===== src/card_mon_pkg.sv =====
package card_mon_pkg;

	// ***************************************************************
	// bus and socket sizes
	// ***************************************************************
	localparam int NUM_SOCKETS = 2;
	localparam int EVENTS_PER_SOCKET = 4;
	localparam int ADDR_W = 4;
	localparam int DATA_W = 8;
	localparam int SYNC_STAGES = 2;

	// ***************************************************************
	// register offsets
	// ***************************************************************
	localparam logic [ADDR_W-1:0] OFF_SOCK_A_STATUS = 4'h0;
	localparam logic [ADDR_W-1:0] OFF_SOCK_B_STATUS = 4'h1;
	localparam logic [ADDR_W-1:0] OFF_MODE = 4'h2;
	localparam logic [ADDR_W-1:0] OFF_CHANGE_STATUS = 4'h3;
	localparam logic [ADDR_W-1:0] OFF_CHANGE_CLEAR = 4'h4;
	localparam logic [ADDR_W-1:0] OFF_CHANGE_ENABLE = 4'h5;
	localparam logic [ADDR_W-1:0] OFF_INFO = 4'h6;

	// ***************************************************************
	// field positions
	// ***************************************************************
	localparam int ST_DETECT_FIRST = 0;
	localparam int ST_DETECT_SECOND = 1;
	localparam int ST_PRESENT = 2;
	localparam int ST_BATTERY_FIRST = 3;
	localparam int ST_BATTERY_SECOND = 4;
	localparam int ST_READY = 5;
	localparam int ST_PROTECT_OR_WIDE = 6;
	localparam int ST_WAIT = 7;

	localparam int EV_DETECT = 0;
	localparam int EV_BATTERY_FIRST = 1;
	localparam int EV_BATTERY_SECOND = 2;
	localparam int EV_READY = 3;

	localparam int INFO_STRAP = 0;
	localparam int INFO_PROTECTED = 1;
	localparam int INFO_WIDE = 3;
	localparam int INFO_BUSY = 5;

	// ***************************************************************
	// reset values
	// ***************************************************************
	localparam logic [NUM_SOCKETS-1:0] MODE_RESET = 2'h0;
	localparam logic [DATA_W-1:0] ENABLE_RESET = 8'h00;
	localparam logic [DATA_W-1:0] FLAGS_RESET = 8'h00;
	// pins are pulled up, so idle reads as all ones
	localparam logic [6:0] PINS_IDLE = 7'h7f;

	// ***************************************************************
	// carriers
	// ***************************************************************
	// battery_first is card_status_changed_n, battery_second is card_audio_n
	// and protect_or_wide is card_wide_io_n when the socket is in i/o mode
	typedef struct packed {
		logic detect_first;
		logic detect_second;
		logic battery_first;
		logic battery_second;
		logic wait_req_n;
		logic ready_busy;
		logic protect_or_wide;
	} sock_pins_s;

	typedef struct packed {
		logic              write;
		logic              read;
		logic [ADDR_W-1:0] addr;
		logic [DATA_W-1:0] wdata;
	} reg_req_s;

endpackage


===== src/status_sync.sv =====
`timescale 1ns/1ps
module status_sync #(
	parameter int         WIDTH       = 14,
	parameter logic [13:0] RESET_VALUE = 14'h3fff
) (
	// clock and reset
	input  wire logic             clk_i,
	input  wire logic             rst_n_i,
	// levels
	input  wire logic [WIDTH-1:0] async_i,
	output logic      [WIDTH-1:0] sync_o
);

	if (WIDTH < 1 || WIDTH > 14) begin : g_check
		$error("status_sync width out of range");
	end

	logic [WIDTH-1:0] meta_reg;

	// meta_reg feeds only the second stage
	always_ff @(posedge clk_i or negedge rst_n_i) begin
		if (!rst_n_i) begin
			meta_reg <= RESET_VALUE[WIDTH-1:0];
			sync_o   <= RESET_VALUE[WIDTH-1:0];
		end else begin
			meta_reg <= async_i;
			sync_o   <= meta_reg;
		end
	end

endmodule // status_sync


===== src/sticky_flags.sv =====
`timescale 1ns/1ps
module sticky_flags #(
	parameter int WIDTH = 8
) (
	// clock and reset
	input  wire logic             clk_i,
	input  wire logic             rst_n_i,
	// events and software control
	input  wire logic [WIDTH-1:0] set_i,
	input  wire logic [WIDTH-1:0] clear_i,
	input  wire logic [WIDTH-1:0] enable_i,
	// state
	output logic      [WIDTH-1:0] flags_o,
	output logic                  irq_o
);

	if (WIDTH < 1 || WIDTH > 8) begin : g_check
		$error("sticky_flags width out of range");
	end

	logic [WIDTH-1:0] flags_next;

	// set beats clear so a change landing on the clear is kept
	always_comb begin
		flags_next = (flags_o & ~clear_i) | set_i;
	end

	always_ff @(posedge clk_i or negedge rst_n_i) begin
		if (!rst_n_i) begin
			flags_o <= '0;
		end else begin
			flags_o <= flags_next;
		end
	end

	always_ff @(posedge clk_i or negedge rst_n_i) begin
		if (!rst_n_i) begin
			irq_o <= 1'b0;
		end else begin
			irq_o <= |(flags_next & enable_i);
		end
	end

endmodule // sticky_flags


===== src/card_socket_status_monitor.sv =====
// Implementation choices: the register addresses and the address-and-strobe port.
`timescale 1ns/1ps
// ***************************************************************
// Functional notes
// card detect pins are active low; card present only when both low
// raw card detect levels of each socket readable in status registers
// enabled card detect transition raises the host interrupt
// memory card: both battery detect levels shown in socket status
// battery detect change is an interrupt source when enabled
// i/o mode: first battery pin is active-low card status change
// status change level reported, its change can raise an interrupt
// i/o mode: second battery pin is active-low card audio
// card audio drives the speaker pin shared with base select strap
// card pulls wait low to stretch a cycle; wait passed to host
// memory mode: ready high means next cycle can be taken
// memory mode: ready low means card busy
// ready level mirrored in a status bit
// ready change is an interrupt source shown in status
// memory mode: protect pin high means write protected
// i/o mode: protect pin low requests 16-bit i/o width
// every socket pin passes two flip-flops before use
// changes set sticky flags until cleared; irq is or of enabled flags
// host 16-bit i/o indication asserted low during wide i/o access
// ***************************************************************
module card_socket_status_monitor (
	// clock and reset
	input  wire logic                              ref_clk_i,
	input  wire logic                              reset_n_i,
	// register port
	input  wire card_mon_pkg::reg_req_s            reg_req_i,
	output logic [card_mon_pkg::DATA_W-1:0]        reg_rdata_o,
	// socket pins
	input  wire card_mon_pkg::sock_pins_s          sock_a_pins_i,
	input  wire card_mon_pkg::sock_pins_s          sock_b_pins_i,
	input  wire logic [card_mon_pkg::NUM_SOCKETS-1:0] sock_access_i,
	// host interrupt
	output logic                                   irq_o,
	// host open-drain pins
	output logic                                   host_wait_req_n_o,
	output logic                                   host_wait_req_n_oe_o,
	output logic                                   host_wide_io_n_o,
	output logic                                   host_wide_io_n_oe_o,
	// speaker pin shared with base select strap
	input  wire logic                              base_select_zero_i,
	output logic                                   card_audio_n_o,
	output logic                                   card_audio_n_oe_o
);

	localparam int NS = card_mon_pkg::NUM_SOCKETS;
	localparam int PW = $bits(card_mon_pkg::sock_pins_s);
	localparam int NE = NS * card_mon_pkg::EVENTS_PER_SOCKET;
	localparam int DW = card_mon_pkg::DATA_W;

	// ***************************************************************
	// helpers
	// ***************************************************************
	function automatic logic card_present(input card_mon_pkg::sock_pins_s p);
		card_present = !p.detect_first && !p.detect_second;
	endfunction

	function automatic logic [DW-1:0] status_byte(input card_mon_pkg::sock_pins_s p);
		status_byte = '0;
		status_byte[card_mon_pkg::ST_DETECT_FIRST] = p.detect_first;
		status_byte[card_mon_pkg::ST_DETECT_SECOND] = p.detect_second;
		status_byte[card_mon_pkg::ST_PRESENT] = card_present(p);
		status_byte[card_mon_pkg::ST_BATTERY_FIRST] = p.battery_first;
		status_byte[card_mon_pkg::ST_BATTERY_SECOND] = p.battery_second;
		status_byte[card_mon_pkg::ST_READY] = p.ready_busy;
		status_byte[card_mon_pkg::ST_PROTECT_OR_WIDE] = p.protect_or_wide;
		status_byte[card_mon_pkg::ST_WAIT] = p.wait_req_n;
	endfunction

	// ***************************************************************
	// reset release
	// ***************************************************************
	logic [1:0] rst_sync_reg;
	logic       rst_n;

	always_ff @(posedge ref_clk_i or negedge reset_n_i) begin
		if (!reset_n_i) begin
			rst_sync_reg <= 2'h0;
		end else begin
			rst_sync_reg <= {rst_sync_reg[0], 1'b1};
		end
	end

	assign rst_n = rst_sync_reg[1];

	// ***************************************************************
	// pin synchronisers
	// ***************************************************************
	logic [2*PW-1:0]             pins_flat;
	card_mon_pkg::sock_pins_s    pins_sync [NS];
	card_mon_pkg::sock_pins_s    pins_prev_reg [NS];

	status_sync #(
		.WIDTH       (2 * PW),
		.RESET_VALUE ({card_mon_pkg::PINS_IDLE, card_mon_pkg::PINS_IDLE})
	) u_sync (
		.clk_i   (ref_clk_i),
		.rst_n_i (rst_n),
		.async_i ({sock_b_pins_i, sock_a_pins_i}),
		.sync_o  (pins_flat)
	);

	assign pins_sync[0] = pins_flat[PW-1:0];
	assign pins_sync[1] = pins_flat[2*PW-1:PW];

	always_ff @(posedge ref_clk_i or negedge rst_n) begin
		if (!rst_n) begin
			for (int s = 0; s < NS; s++) begin
				pins_prev_reg[s] <= card_mon_pkg::PINS_IDLE;
			end
		end else begin
			for (int s = 0; s < NS; s++) begin
				pins_prev_reg[s] <= pins_sync[s];
			end
		end
	end

	// ***************************************************************
	// software registers
	// ***************************************************************
	logic [NS-1:0] io_mode_reg;
	logic [DW-1:0] enable_reg;
	logic [NE-1:0] clear_mask;
	logic [NE-1:0] change_flags;

	always_ff @(posedge ref_clk_i or negedge rst_n) begin
		if (!rst_n) begin
			io_mode_reg <= card_mon_pkg::MODE_RESET;
		end else if (reg_req_i.write && reg_req_i.addr == card_mon_pkg::OFF_MODE) begin
			io_mode_reg <= reg_req_i.wdata[NS-1:0];
		end
	end

	always_ff @(posedge ref_clk_i or negedge rst_n) begin
		if (!rst_n) begin
			enable_reg <= card_mon_pkg::ENABLE_RESET;
		end else if (reg_req_i.write && reg_req_i.addr == card_mon_pkg::OFF_CHANGE_ENABLE) begin
			enable_reg <= reg_req_i.wdata;
		end
	end

	always_comb begin
		clear_mask = '0;
		if (reg_req_i.write && reg_req_i.addr == card_mon_pkg::OFF_CHANGE_CLEAR) begin
			clear_mask = reg_req_i.wdata[NE-1:0];
		end
	end

	// ***************************************************************
	// change events
	// ***************************************************************
	logic [NE-1:0] events;

	always_comb begin
		events = '0;
		for (int s = 0; s < NS; s++) begin
			events[s*4 + card_mon_pkg::EV_DETECT] =
				(pins_sync[s].detect_first ^ pins_prev_reg[s].detect_first) |
				(pins_sync[s].detect_second ^ pins_prev_reg[s].detect_second);
			// in i/o mode this is the status change line
			events[s*4 + card_mon_pkg::EV_BATTERY_FIRST] =
				pins_sync[s].battery_first ^ pins_prev_reg[s].battery_first;
			// audio toggles constantly, so no event in i/o mode
			events[s*4 + card_mon_pkg::EV_BATTERY_SECOND] = !io_mode_reg[s] &&
				(pins_sync[s].battery_second ^ pins_prev_reg[s].battery_second);
			events[s*4 + card_mon_pkg::EV_READY] =
				pins_sync[s].ready_busy ^ pins_prev_reg[s].ready_busy;
		end
	end

	sticky_flags #(
		.WIDTH (NE)
	) u_flags (
		.clk_i    (ref_clk_i),
		.rst_n_i  (rst_n),
		.set_i    (events),
		.clear_i  (clear_mask),
		.enable_i (enable_reg[NE-1:0]),
		.flags_o  (change_flags),
		.irq_o    (irq_o)
	);

	// ***************************************************************
	// strap and speaker pin
	// ***************************************************************
	logic strap_taken_reg;
	logic strap_reg;
	logic audio_active;

	// pin is an input until the strap is caught after reset
	always_ff @(posedge ref_clk_i or negedge rst_n) begin
		if (!rst_n) begin
			strap_taken_reg <= 1'b0;
			strap_reg       <= 1'b0;
		end else if (!strap_taken_reg) begin
			strap_taken_reg <= 1'b1;
			strap_reg       <= base_select_zero_i;
		end
	end

	always_comb begin
		audio_active = 1'b0;
		for (int s = 0; s < NS; s++) begin
			audio_active = audio_active | (io_mode_reg[s] && !pins_sync[s].battery_second);
		end
	end

	always_ff @(posedge ref_clk_i or negedge rst_n) begin
		if (!rst_n) begin
			card_audio_n_o    <= 1'b1;
			card_audio_n_oe_o <= 1'b0;
		end else begin
			card_audio_n_o    <= !audio_active;
			card_audio_n_oe_o <= strap_taken_reg;
		end
	end

	// ***************************************************************
	// host wait and wide i/o
	// ***************************************************************
	logic [NS-1:0] wait_req;
	logic [NS-1:0] wide_req;

	always_comb begin
		for (int s = 0; s < NS; s++) begin
			wait_req[s] = sock_access_i[s] && !pins_sync[s].wait_req_n;
			wide_req[s] = io_mode_reg[s] && !pins_sync[s].protect_or_wide;
		end
	end

	// open drain: only ever pulls low
	always_ff @(posedge ref_clk_i or negedge rst_n) begin
		if (!rst_n) begin
			host_wait_req_n_o    <= 1'b0;
			host_wait_req_n_oe_o <= 1'b0;
		end else begin
			host_wait_req_n_o    <= 1'b0;
			host_wait_req_n_oe_o <= |wait_req;
		end
	end

	always_ff @(posedge ref_clk_i or negedge rst_n) begin
		if (!rst_n) begin
			host_wide_io_n_o    <= 1'b0;
			host_wide_io_n_oe_o <= 1'b0;
		end else begin
			host_wide_io_n_o    <= 1'b0;
			host_wide_io_n_oe_o <= |(wide_req & sock_access_i);
		end
	end

	// ***************************************************************
	// read path
	// ***************************************************************
	logic [DW-1:0] info;

	always_comb begin
		info = '0;
		info[card_mon_pkg::INFO_STRAP] = strap_reg;
		for (int s = 0; s < NS; s++) begin
			info[card_mon_pkg::INFO_PROTECTED + s] =
				!io_mode_reg[s] && pins_sync[s].protect_or_wide;
			info[card_mon_pkg::INFO_WIDE + s] = wide_req[s];
			info[card_mon_pkg::INFO_BUSY + s] =
				!io_mode_reg[s] && !pins_sync[s].ready_busy;
		end
	end

	// data stand only in the cycle after the read
	always_ff @(posedge ref_clk_i or negedge rst_n) begin
		if (!rst_n) begin
			reg_rdata_o <= '0;
		end else if (!reg_req_i.read) begin
			reg_rdata_o <= '0;
		end else begin
			unique case (reg_req_i.addr)
				card_mon_pkg::OFF_SOCK_A_STATUS: reg_rdata_o <= status_byte(pins_sync[0]);
				card_mon_pkg::OFF_SOCK_B_STATUS: reg_rdata_o <= status_byte(pins_sync[1]);
				card_mon_pkg::OFF_MODE:          reg_rdata_o <= {{(DW-NS){1'b0}}, io_mode_reg};
				card_mon_pkg::OFF_CHANGE_STATUS: reg_rdata_o <= change_flags;
				card_mon_pkg::OFF_CHANGE_ENABLE: reg_rdata_o <= enable_reg;
				card_mon_pkg::OFF_INFO:          reg_rdata_o <= info;
				default:                         reg_rdata_o <= '0;
			endcase
		end
	end

	// ***************************************************************
	// assertions
	// ***************************************************************
	// socket b ready flag, the one the bench lands a clear on
	localparam int B_READY = card_mon_pkg::EVENTS_PER_SOCKET + card_mon_pkg::EV_READY;
endmodule // card_socket_status_monitor


===== config.mk =====
export PLATFORM = sky130hd
export DESIGN_NAME = card_socket_status_monitor
export DESIGN_NICKNAME = d
export VERILOG_FILES = /design/src/card_mon_pkg.sv /design/src/status_sync.sv /design/src/sticky_flags.sv /design/src/card_socket_status_monitor.sv
export SDC_FILE = /design/constraint.sdc
export NUM_CORES = 1
export LEC_CHECK = 0
export BUFFER_PORTS_ARGS = -buffer_cell sky130_fd_sc_hd__buf_4
export CAP_MARGIN = 20
export CORE_UTILIZATION = 58
export CTS_BUF_LIST = sky130_fd_sc_hd__clkbuf_2
export DETAILED_ROUTE_END_ITERATION = 10
export PLACE_DENSITY = 0.81
export SLEW_MARGIN = 20
export SYNTH_ARGS = -nofsm -noshare
export SYNTH_HDL_FRONTEND = slang
export SYNTH_SLANG_ARGS = --single-unit

===== constraint.sdc =====
create_clock -name ref_clk_i -period 2.6 [get_ports ref_clk_i]
set_clock_uncertainty 0.15 [all_clocks]
set_input_delay 0.13 -clock ref_clk_i [delete_from_list [all_inputs] [get_ports ref_clk_i]]
set_output_delay 0.13 -clock ref_clk_i [all_outputs]
set_load 0.01 [all_outputs]

After elaboration in Yosys (flattened, before gate mapping)
Cells that the tools add are included.

Flip-flop bits (word level): 73. Bits of input ports: 33. Output and inout port bits: 15. Word-level logic and storage cells: 87.

Eq/ne operators: 6. Muxes and demuxes: 3. Bitwise operators: 18. Reduce and logical (&&, ||, !) cells: 36.

Operator list (number): $pmux W8 S6 (1); $logic_and A1 B1 Y1 (17); $and A8 B8 Y8 (2); $mux W8 (2); $logic_not A1 Y1 (15); $eq A4 B3 Y1 const B (3); $xor A1 B1 Y1 (10); $eq A4 B2 Y1 const B (2); $not A8 Y8 (1); $or A8 B8 Y8 (1); $reduce_or A8 Y1 (1); $eq A4 B1 Y1 const B (1); $logic_not A4 Y1 (1); $reduce_or A2 Y1 (2); $or A1 B1 Y1 (3); $and A2 B2 Y2 (1).

Logic depth before layout (Yosys ltp)
Gate-level depths: netlist of the first run.

Depth after elaboration: 8. Mapped depth: 7. Depth with buffers taken out: 5.

Hierarchy
A second synthesis of the first run with hierarchy kept.

Cell total of the unflattened synthesis: 214. Area total of the unflattened synthesis: 2902.8 um^2.

By module, submodules not included: card_socket_status_monitor (instances 1, cells each 156, area each 1809.2 um^2, sequential area each 914.6 um^2); status_sync (instances 1, cells each 28, area each 735.7 um^2, sequential area each 735.7 um^2); sticky_flags (instances 1, cells each 30, area each 357.8 um^2, sequential area each 225.2 um^2).

Worst setup path before layout of the first run
OpenSTA, ideal clock, no wires.

Kind: reg-to-reg. From: register u_sync.sync_o[12]. To: register u_flags.irq_o. Setup time: 0.134 ns. Arrival: 1.118 ns. Data required time: 2.316 ns. Setup slack: 1.197 ns. Stages on the path, launching flop included: 6. Path buffers: 0. Clock period less this slack: 1.403 ns. Path through: dfstp_2 xor2_1 o21ai_0 nand2_1 nor4b_2 nand4_1.

Cells in the longest elaborated chain, start to end: 5.

RTL lines: start: declaration (RTL line status_sync.sv:11) `output logic [WIDTH-1:0] sync_o`; start signal: assignment (RTL line status_sync.sv:24) `sync_o <= RESET_VALUE[WIDTH-1:0];`; start signal: assignment (RTL line status_sync.sv:27) `sync_o <= meta_reg;`; $xor A1 B1 Y1 (RTL line card_socket_status_monitor.sv:162) `(pins_sync[s].detect_second ^ pins_prev_reg[s].detect_second);`; $or A1 B1 Y1 (RTL line card_socket_status_monitor.sv:161) `(pins_sync[s].detect_first ^ pins_prev_reg[s].detect_first) |`; $or A8 B8 Y8 (RTL line sticky_flags.sv:25) `flags_next = (flags_o & ~clear_i) | set_i;`; $and A8 B8 Y8 (RTL line sticky_flags.sv:40) `irq_o <= |(flags_next & enable_i);`; $reduce_or A8 Y1 (RTL line sticky_flags.sv:40); end signal: assignment (RTL line sticky_flags.sv:40); end: declaration (RTL line sticky_flags.sv:14) `output logic irq_o`.

Every way passes these cells. A chain may end at the register's enable or synchronous reset.

Final worst setup path of the first run
From: register u_sync.sync_o[5]. To: register reg_rdata_o[2] (netlist bit).

Cells in the longest elaborated chain, start to end: 4.

RTL lines: $logic_not A1 Y1 (RTL line card_socket_status_monitor.sv:58) `card_present = !p.detect_first && !p.detect_second;`; $logic_and A1 B1 Y1 (RTL line card_socket_status_monitor.sv:58); $pmux W8 S6 (RTL line card_socket_status_monitor.sv:279) `unique case (reg_req_i.addr)`; $mux W8 (RTL line card_socket_status_monitor.sv:276) `end else if (!reg_req_i.read) begin`; end signal: assignment (RTL line card_socket_status_monitor.sv:280) `card_mon_pkg::OFF_SOCK_A_STATUS: reg_rdata_o <= status_byte(pins_sync[0]);`; end signal: assignment (RTL line card_socket_status_monitor.sv:281) `card_mon_pkg::OFF_SOCK_B_STATUS: reg_rdata_o <= status_byte(pins_sync[1]);`; end signal: assignment (RTL line card_socket_status_monitor.sv:282) `card_mon_pkg::OFF_MODE: reg_rdata_o <= {{(DW-NS){1'b0}}, io_mode_reg};`; end: declaration (RTL line card_socket_status_monitor.sv:31) `output logic [card_mon_pkg::DATA_W-1:0] reg_rdata_o,`.

Every way passes these cells.

==> metrics.txt, run 1 <==
antenna viol nets, final=0; CP max-delay cell=dlygate4sd3_1; Critical Setup Path Class=register to register; fmax=0.399 GHz; CP Max Fanout=4; Die Height=72.6 um; # IOs=48; worst-margin pin slew=roughly 0.5 ns; Final Cycle Share=96.5%; Max Buffers Root-to-Sink=2; Synth area leaders=dfstp_2 35%, dfrtp_1 29%, nand2_1 3.4%; design area=~3800 um2; Final WS setup=about 0.092 ns; initial antenna violation count=0; DRT iter0 DRCs=246; sequential cell area=1880 um2; internal power=about 1.6 mW; Worst-Skew Late Latency=0.49 ns; final setup TNS=0 ns; Die W=approximately 73 um; H-tree levels=3; Avg Cell Area, Syn=12.5 um2; hold crit path type=register to asynchronous set/reset pin; Slew HR=66.1%; reg-to-reg critical path startpoint=u_sync.sync_o[5]$_DFF_PN1_; most common flop cell mapped by yosys=dfstp_2; status=finished clean; final critical-path required period=2.51 ns; die area=5270 um2; Clk network pwr share=about a quarter; Wirelength per Cell=15.8 um; Max stage delay on crit path=roughly 0.56 ns; Sw Pwr=0.617 mW; vias in the first global route=2047; Final Hold Viols=0; GRT Overall Usage=approximately a quarter; cts repair resizes=0; Sw Ratio=27.4%; Final setup violation count=0; share of the synthesized area in the top cell type=between 30 and 40%; largest net degree at the start of global routing=72; routed via count=2121; share of cells above drive strength 1=about a third; Synth top cells by count=39 x dfstp_2, 34 x dfrtp_1, 26 x nand2_1; Post-DP Area=3280 um2; routability congestion estimate=0.935; post-place setup slack=around 0.95 ns; first-pass GRT wire length=9860 um; unrepaired setup endpoints after global routing=no; Pre-antenna DRT Iters=4; Max Cap Viol=0; routed via count divided by cell count=5.41; Synth Instances=232; cell row count=25; clk sinks=73; Diodes inserted=0; Yosys cell types=43; clock buffer count from CTS=9; crit start category=register; Post-Route WL=6200 um; crit path cell chain=nor3_1, a21oi_1, or4_1, dlygate4sd3_1, a21oi_1, dlygate4sd3_1; Core Area=between 4000 and 5000 um2; Reg clk slew, reported paths=about 0.21 ns; Comb pwr share=between 10% and 20%; multi-input logic area=between 900 and 1000 um2; Final #Nets=353; sequential area share after synthesis=64.9%; Initial Utilization=60.8%; Worst EP arrival=between 2 and 3 ns; number of synthesized flops with an enable pin=0; leading area contributor after synthesis=dfstp_2; Critical path origin=u_sync.sync_o[5]$_DFF_PN1_; grt ovf=0; Area Overhead vs Synth=30.0%; synthesized area=2890 um2; CTS tree=built; DP Wirelength=4160 um; CP required=2.91 ns; Leak=about 1.7 nW; Clock Tree Root=clkbuf_2; warnings from Yosys=0; Post-route DRC=0; pwr dens=599 nW/um2; sequential share of power=59.0%; Pins Over Slew Limit=0; worst vdd ir=0.000589 V; Fillers=312; most common cell in the netlist=dfstp_2; Port Buf Inserts=45; Synth async-reset ratio=100%; CP Capture Type=register; #FFs+latches synth=73
-- power groups by stage --
stage | sequential [mW] | clock (mW) | combinational (mW)
global route | 1.34 | 0.646 | 0.362
detailed placement | 1.34 | 0 | 0.285
floorplan | 1.33 | 0 | 0.170
CTS | 1.32 | 0.598 | 0.330
finish | 1.33 | 0.589 | 0.332
global placement | 1.34 | 0 | 0.277
-- worst max-delay path: cells and delay by family (launching register included) --
| family | cells | cell delay, ns |
|---|---|---|
| flip-flops | 1 | 0.43 |
| AND/OR/NAND/NOR | 2 | 0.58 |
| AO/OA/AOI/OAI | 2 | 0.18 |
| buffers and inverters | 2 | 1.12 |
-- cell type report --
type                       instances  area share (%)
clock inverter                     7            1.63
clock buffer                       9            1.20
tap                               67            2.23
multi-input combinational        143            24.6
sequential                        73            50.0
timing repair buffer              83            19.4
inverter                          10           0.999
-- routing by layer --
| metal | vias to the layer above | track usage [%] | share of wire (%) | routed length (um) |
|---|---|---|---|---|
| met1 | 1036 | 33.7 | 41 | 2540 |
| met3 | 12 | 6.35 | 6.4 | 399 |
| met5 | - | 0 | 0 | 0 |
| li1 | 971 | - | - | - |
| met2 | 102 | 42.6 | 50 | 3120 |
| met4 | 0 | 12.6 | 2.2 | 137 |
-- stage by stage --
stage	utilization (%)	hold slack, ns	total power [mW]	instances
CTS	79.0	0.108	2.25	392
floorplan	-	-0.316	1.50	234
detailed placement	69.0	-0.235	1.63	339
global route	79.0	0.0728	2.34	392
finish	79.0	0.121	2.25	392
global placement	69.0	-0.237	1.62	339
-- cells in the final DEF (no fill, tap or decap), drive strengths merged, types with 2 or more instances in the layout --
| cell | count |
|---|---|
| a21oi | 12 |
| clkbuf | 9 |
| mux2 | 8 |
| dfrtp | 34 |
| nor2 | 17 |
| nor3 | 6 |
| buf | 46 |
| nand3b | 3 |
| inv | 10 |
| xnor2 | 6 |
| o32ai | 2 |
| mux2i | 6 |
| dlygate4sd3 | 37 |
| dfstp | 39 |
| clkinv | 4 |
| conb | 4 |
| xor2 | 4 |
| nand3 | 5 |
| o22ai | 7 |
| a211o | 2 |
| o21ai | 8 |
| a32oi | 3 |
| o21bai | 2 |
| nand2b | 4 |
| clkinvlp | 2 |
| nand2 | 26 |
| a22o | 4 |
-- logic make-up (layout without fill, tap and decap cells) --
| family | Yosys count | count (layout) | share of synthesized area, % |
|---|---|---|---|
| other | 2 | 4 | 0.260 |
| DFF | 73 | 73 | 64.9 |
| buffers and inverters | 18 | 109 | 3.38 |
| xor gates and xnor gates | 10 | 10 | 3.03 |
| and+or+nand+nor | 67 | 67 | 11.7 |
| muxes | 14 | 14 | 5.20 |
| AOI/OAI and AO/OA | 48 | 48 | 11.5 |
-- worst paths after layout --
path / end / slack [ns] / depth (start not counted)
min in group ref_clk_i: u_sync.meta_reg[7]$_DFF_PN1_ / 0.13 / 2
worst min register to register: u_flags.flags_o[5]$_DFF_PN0_ / 0.12 / 1
max in group asynchronous: rst_sync_reg[1]$_DFF_PN0_ / 1.83 / 3
worst max register to register: reg_rdata_o[2]$_DFF_PN0_ / 0.09 / 6
worst min-delay path: u_flags.flags_o[5]$_DFF_PN0_ / 0.12 / 1
worst max-delay path: reg_rdata_o[2]$_DFF_PN0_ / 0.09 / 6
-- timing repair --
action / in CTS / in global routing
hold buffers: 37 / 0
hold endpoints to repair: 46 / 0
buffers inserted: 0 / 0
Note: power is estimated with default switching activity, not from simulation.
==> run 2, diff against run 1 <==
CORE_UTILIZATION = 52   (was 58)
PLACE_DENSITY = 0.76   (was 0.81)
clock period = 2.1 ns   (was 2.6 ns; I/O delays follow)
==> metrics.txt, run 2 (synthesis gave the netlist of run 1 again) <==
largest net degree at the start of global routing=26; CP max-delay cell=dlygate4sd3_1; Post-route DRC=0; multi-input logic area=926 um2; hold crit path type=primary input to register; Max Cap Viol=0; Core Area=5240 um2; Final Cycle Share=97.3%; worst flop-to-flop path endpoint=reg_rdata_o[1]$_DFF_PN0_; # IOs=48; internal power=2.03 mW; Worst Min Path Start=sock_b_pins_i[2]; Final Hold Viols=0; Final setup violation count=0; Reg clk slew, reported paths=~0.18 ns; unrepaired setup endpoints after global routing=no; routability congestion estimate=0.859; Clk network pwr share=26.6%; Leak=1.67 nW; Max Buffers Root-to-Sink=2; Buf+Inv Stages, Crit Path=3; CP Capture Type=register; final setup TNS=0 ns; die area=5860 um2; R2R setup slack=0.18 ns; Post-DP Area=3290 um2; H-tree levels=3; Worst EP arrival=2.32 ns; Post-Route WL=6390 um; Pre-antenna DRT Iters=5; Sw Pwr=around 0.77 mW; WHS=between 0.09 and 0.1 ns; design area=3780 um2; sequential cell area=1880 um2; Diodes inserted=0; final critical-path required period=between 2 and 2.5 ns; clk sinks=73; DRT iter0 DRCs=approximately 230; worst vdd ir=0.000533 V; crit start category=primary input; grt ovf=0; total placed cells including tap cells=343; Sw Ratio=a little over a quarter; DP Wirelength=4220 um; commonest non-fill, non-tap cells in the layout=46 x buf_4, 39 x dfstp_2, 38 x dlygate4sd3_1; crit-path leading delay family=buffers and inverters; vias in the first global route=2215; fmax=0.489 GHz; worst reg2reg path depth=5; status=finished clean; routed via count=around 2.1k; Max stage delay on crit path=0.57 ns; Port Buf Inserts=45; Pins Over Slew Limit=0; Clock Tree Root=clkbuf_2; Hold Path Depth=2; Slew HR=between 60% and 70%; Worst-Skew Late Latency=0.49 ns; Fillers=398; Die W=76.5 um; Initial Utilization=55.2%; first-pass GRT wire length=around 11000 um; clock buffer count from CTS=9; CP required=2.37 ns; routed via count divided by cell count=5.36; CTS tree=built; share of cells above drive strength 1=35.5%; pwr dens=740 nW/um2; cell row count=26; Area Overhead vs Synth=30.9%; CP Max Fanout=19; Most Frequent Cell on Critical Path=dlygate4sd3_1; crit path cell chain=dlygate4sd3_1, buf_4, nand2b_1, nor2_2, nand2_1, dlygate4sd3_1, o21ai_0; sequential share of power=58.7%; Final #Nets=about 360; final core utilization=between 70% and 80%; non-filler instance count after layout=397; Die Height=approximately 77 um; Comb pwr share=14.7%; Final WS setup=roughly 0.056 ns; Wirelength per Cell=roughly 16 um; total power=2.80 mW; antenna viol nets, final=0; worst-margin pin slew=0.574 ns; initial antenna violation count=0; Critical Setup Path Class=primary input to register; post-place setup slack=0.424 ns; GRT Overall Usage=25.5%; worst hold endpoint=u_sync.meta_reg[9]$_DFF_PN1_; most common cell after layout, fill and taps aside=buf_4; reg-to-reg critical path startpoint=io_mode_reg[1]$_DFFE_PN0P_
-- run 2: changes by cell type in the layout (fill, tap and decap cells not counted), sizes merged --
cell / before / now
dlygate4sd3: 37 / 38
clkbuf: 9 / 10
buf: 46 / 47
clkinvlp: 2 / 1
-- run 2: layer usage --
metal	vias up	routed length (um)	track usage (%)	part of all wire (%)
li1	980	-	-	-
met1	1021	2560	32.0	40
met2	101	3060	39.3	48
met3	27	456	5.27	7.1
met4	0	310	18.3	4.9
met5	-	0	0	0
-- run 2: power groups by stage --
| stage | Sequential, mW | Clock (mW) | Combinational [mW] |
|---|---|---|---|
| 2_1_floorplan | 1.65 | 0 | 0.211 |
| 3_3_place_gp | 1.66 | 0 | 0.342 |
| 3_5_place_dp | 1.67 | 0 | 0.350 |
| 4_1_cts | 1.64 | 0.769 | 0.406 |
| 5_1_grt | 1.66 | 0.836 | 0.454 |
| 6_report | 1.64 | 0.745 | 0.412 |
-- run 2: area by class of cell --
cell class                      count  share of cell area [%]
Clock buffer                       10                    1.32
Clock inverter                      6                    1.55
Inverter                           10                   0.992
Multi-Input combinational cell    143                    24.5
Sequential cell                    73                    49.6
Tap cell                           70                    2.32
Timing Repair Buffer               85                    19.7
-- run 2: worst max path at each step --
stage	start	end	slack, ns	depth (start not counted)
final	reg_req_i[9]	enable_reg[7]$_DFFE_PN0P_	0.06	7
after CTS	reg_req_i[9]	enable_reg[7]$_DFFE_PN0P_	0.09	7
after detailed placement	reg_req_i[10]	u_flags.irq_o$_DFF_PN0_	0.42	6
after global placement	reg_req_i[9]	enable_reg[4]$_DFFE_PN0P_	0.47	4
after floorplan	u_sync.sync_o[12]$_DFF_PN1_	u_flags.irq_o$_DFF_PN0_	0.70	5
after global routing	reg_req_i[9]	enable_reg[7]$_DFFE_PN0P_	0.03	7
-- run 2: timing repair --
item / in CTS / in global routing
hold buffers: 38 / 0
setup endpoints to repair: 0 / 1
endpoints found under the hold margin: 46 / 0
buffers inserted: 0 / 0
resized for setup: 0 / 1
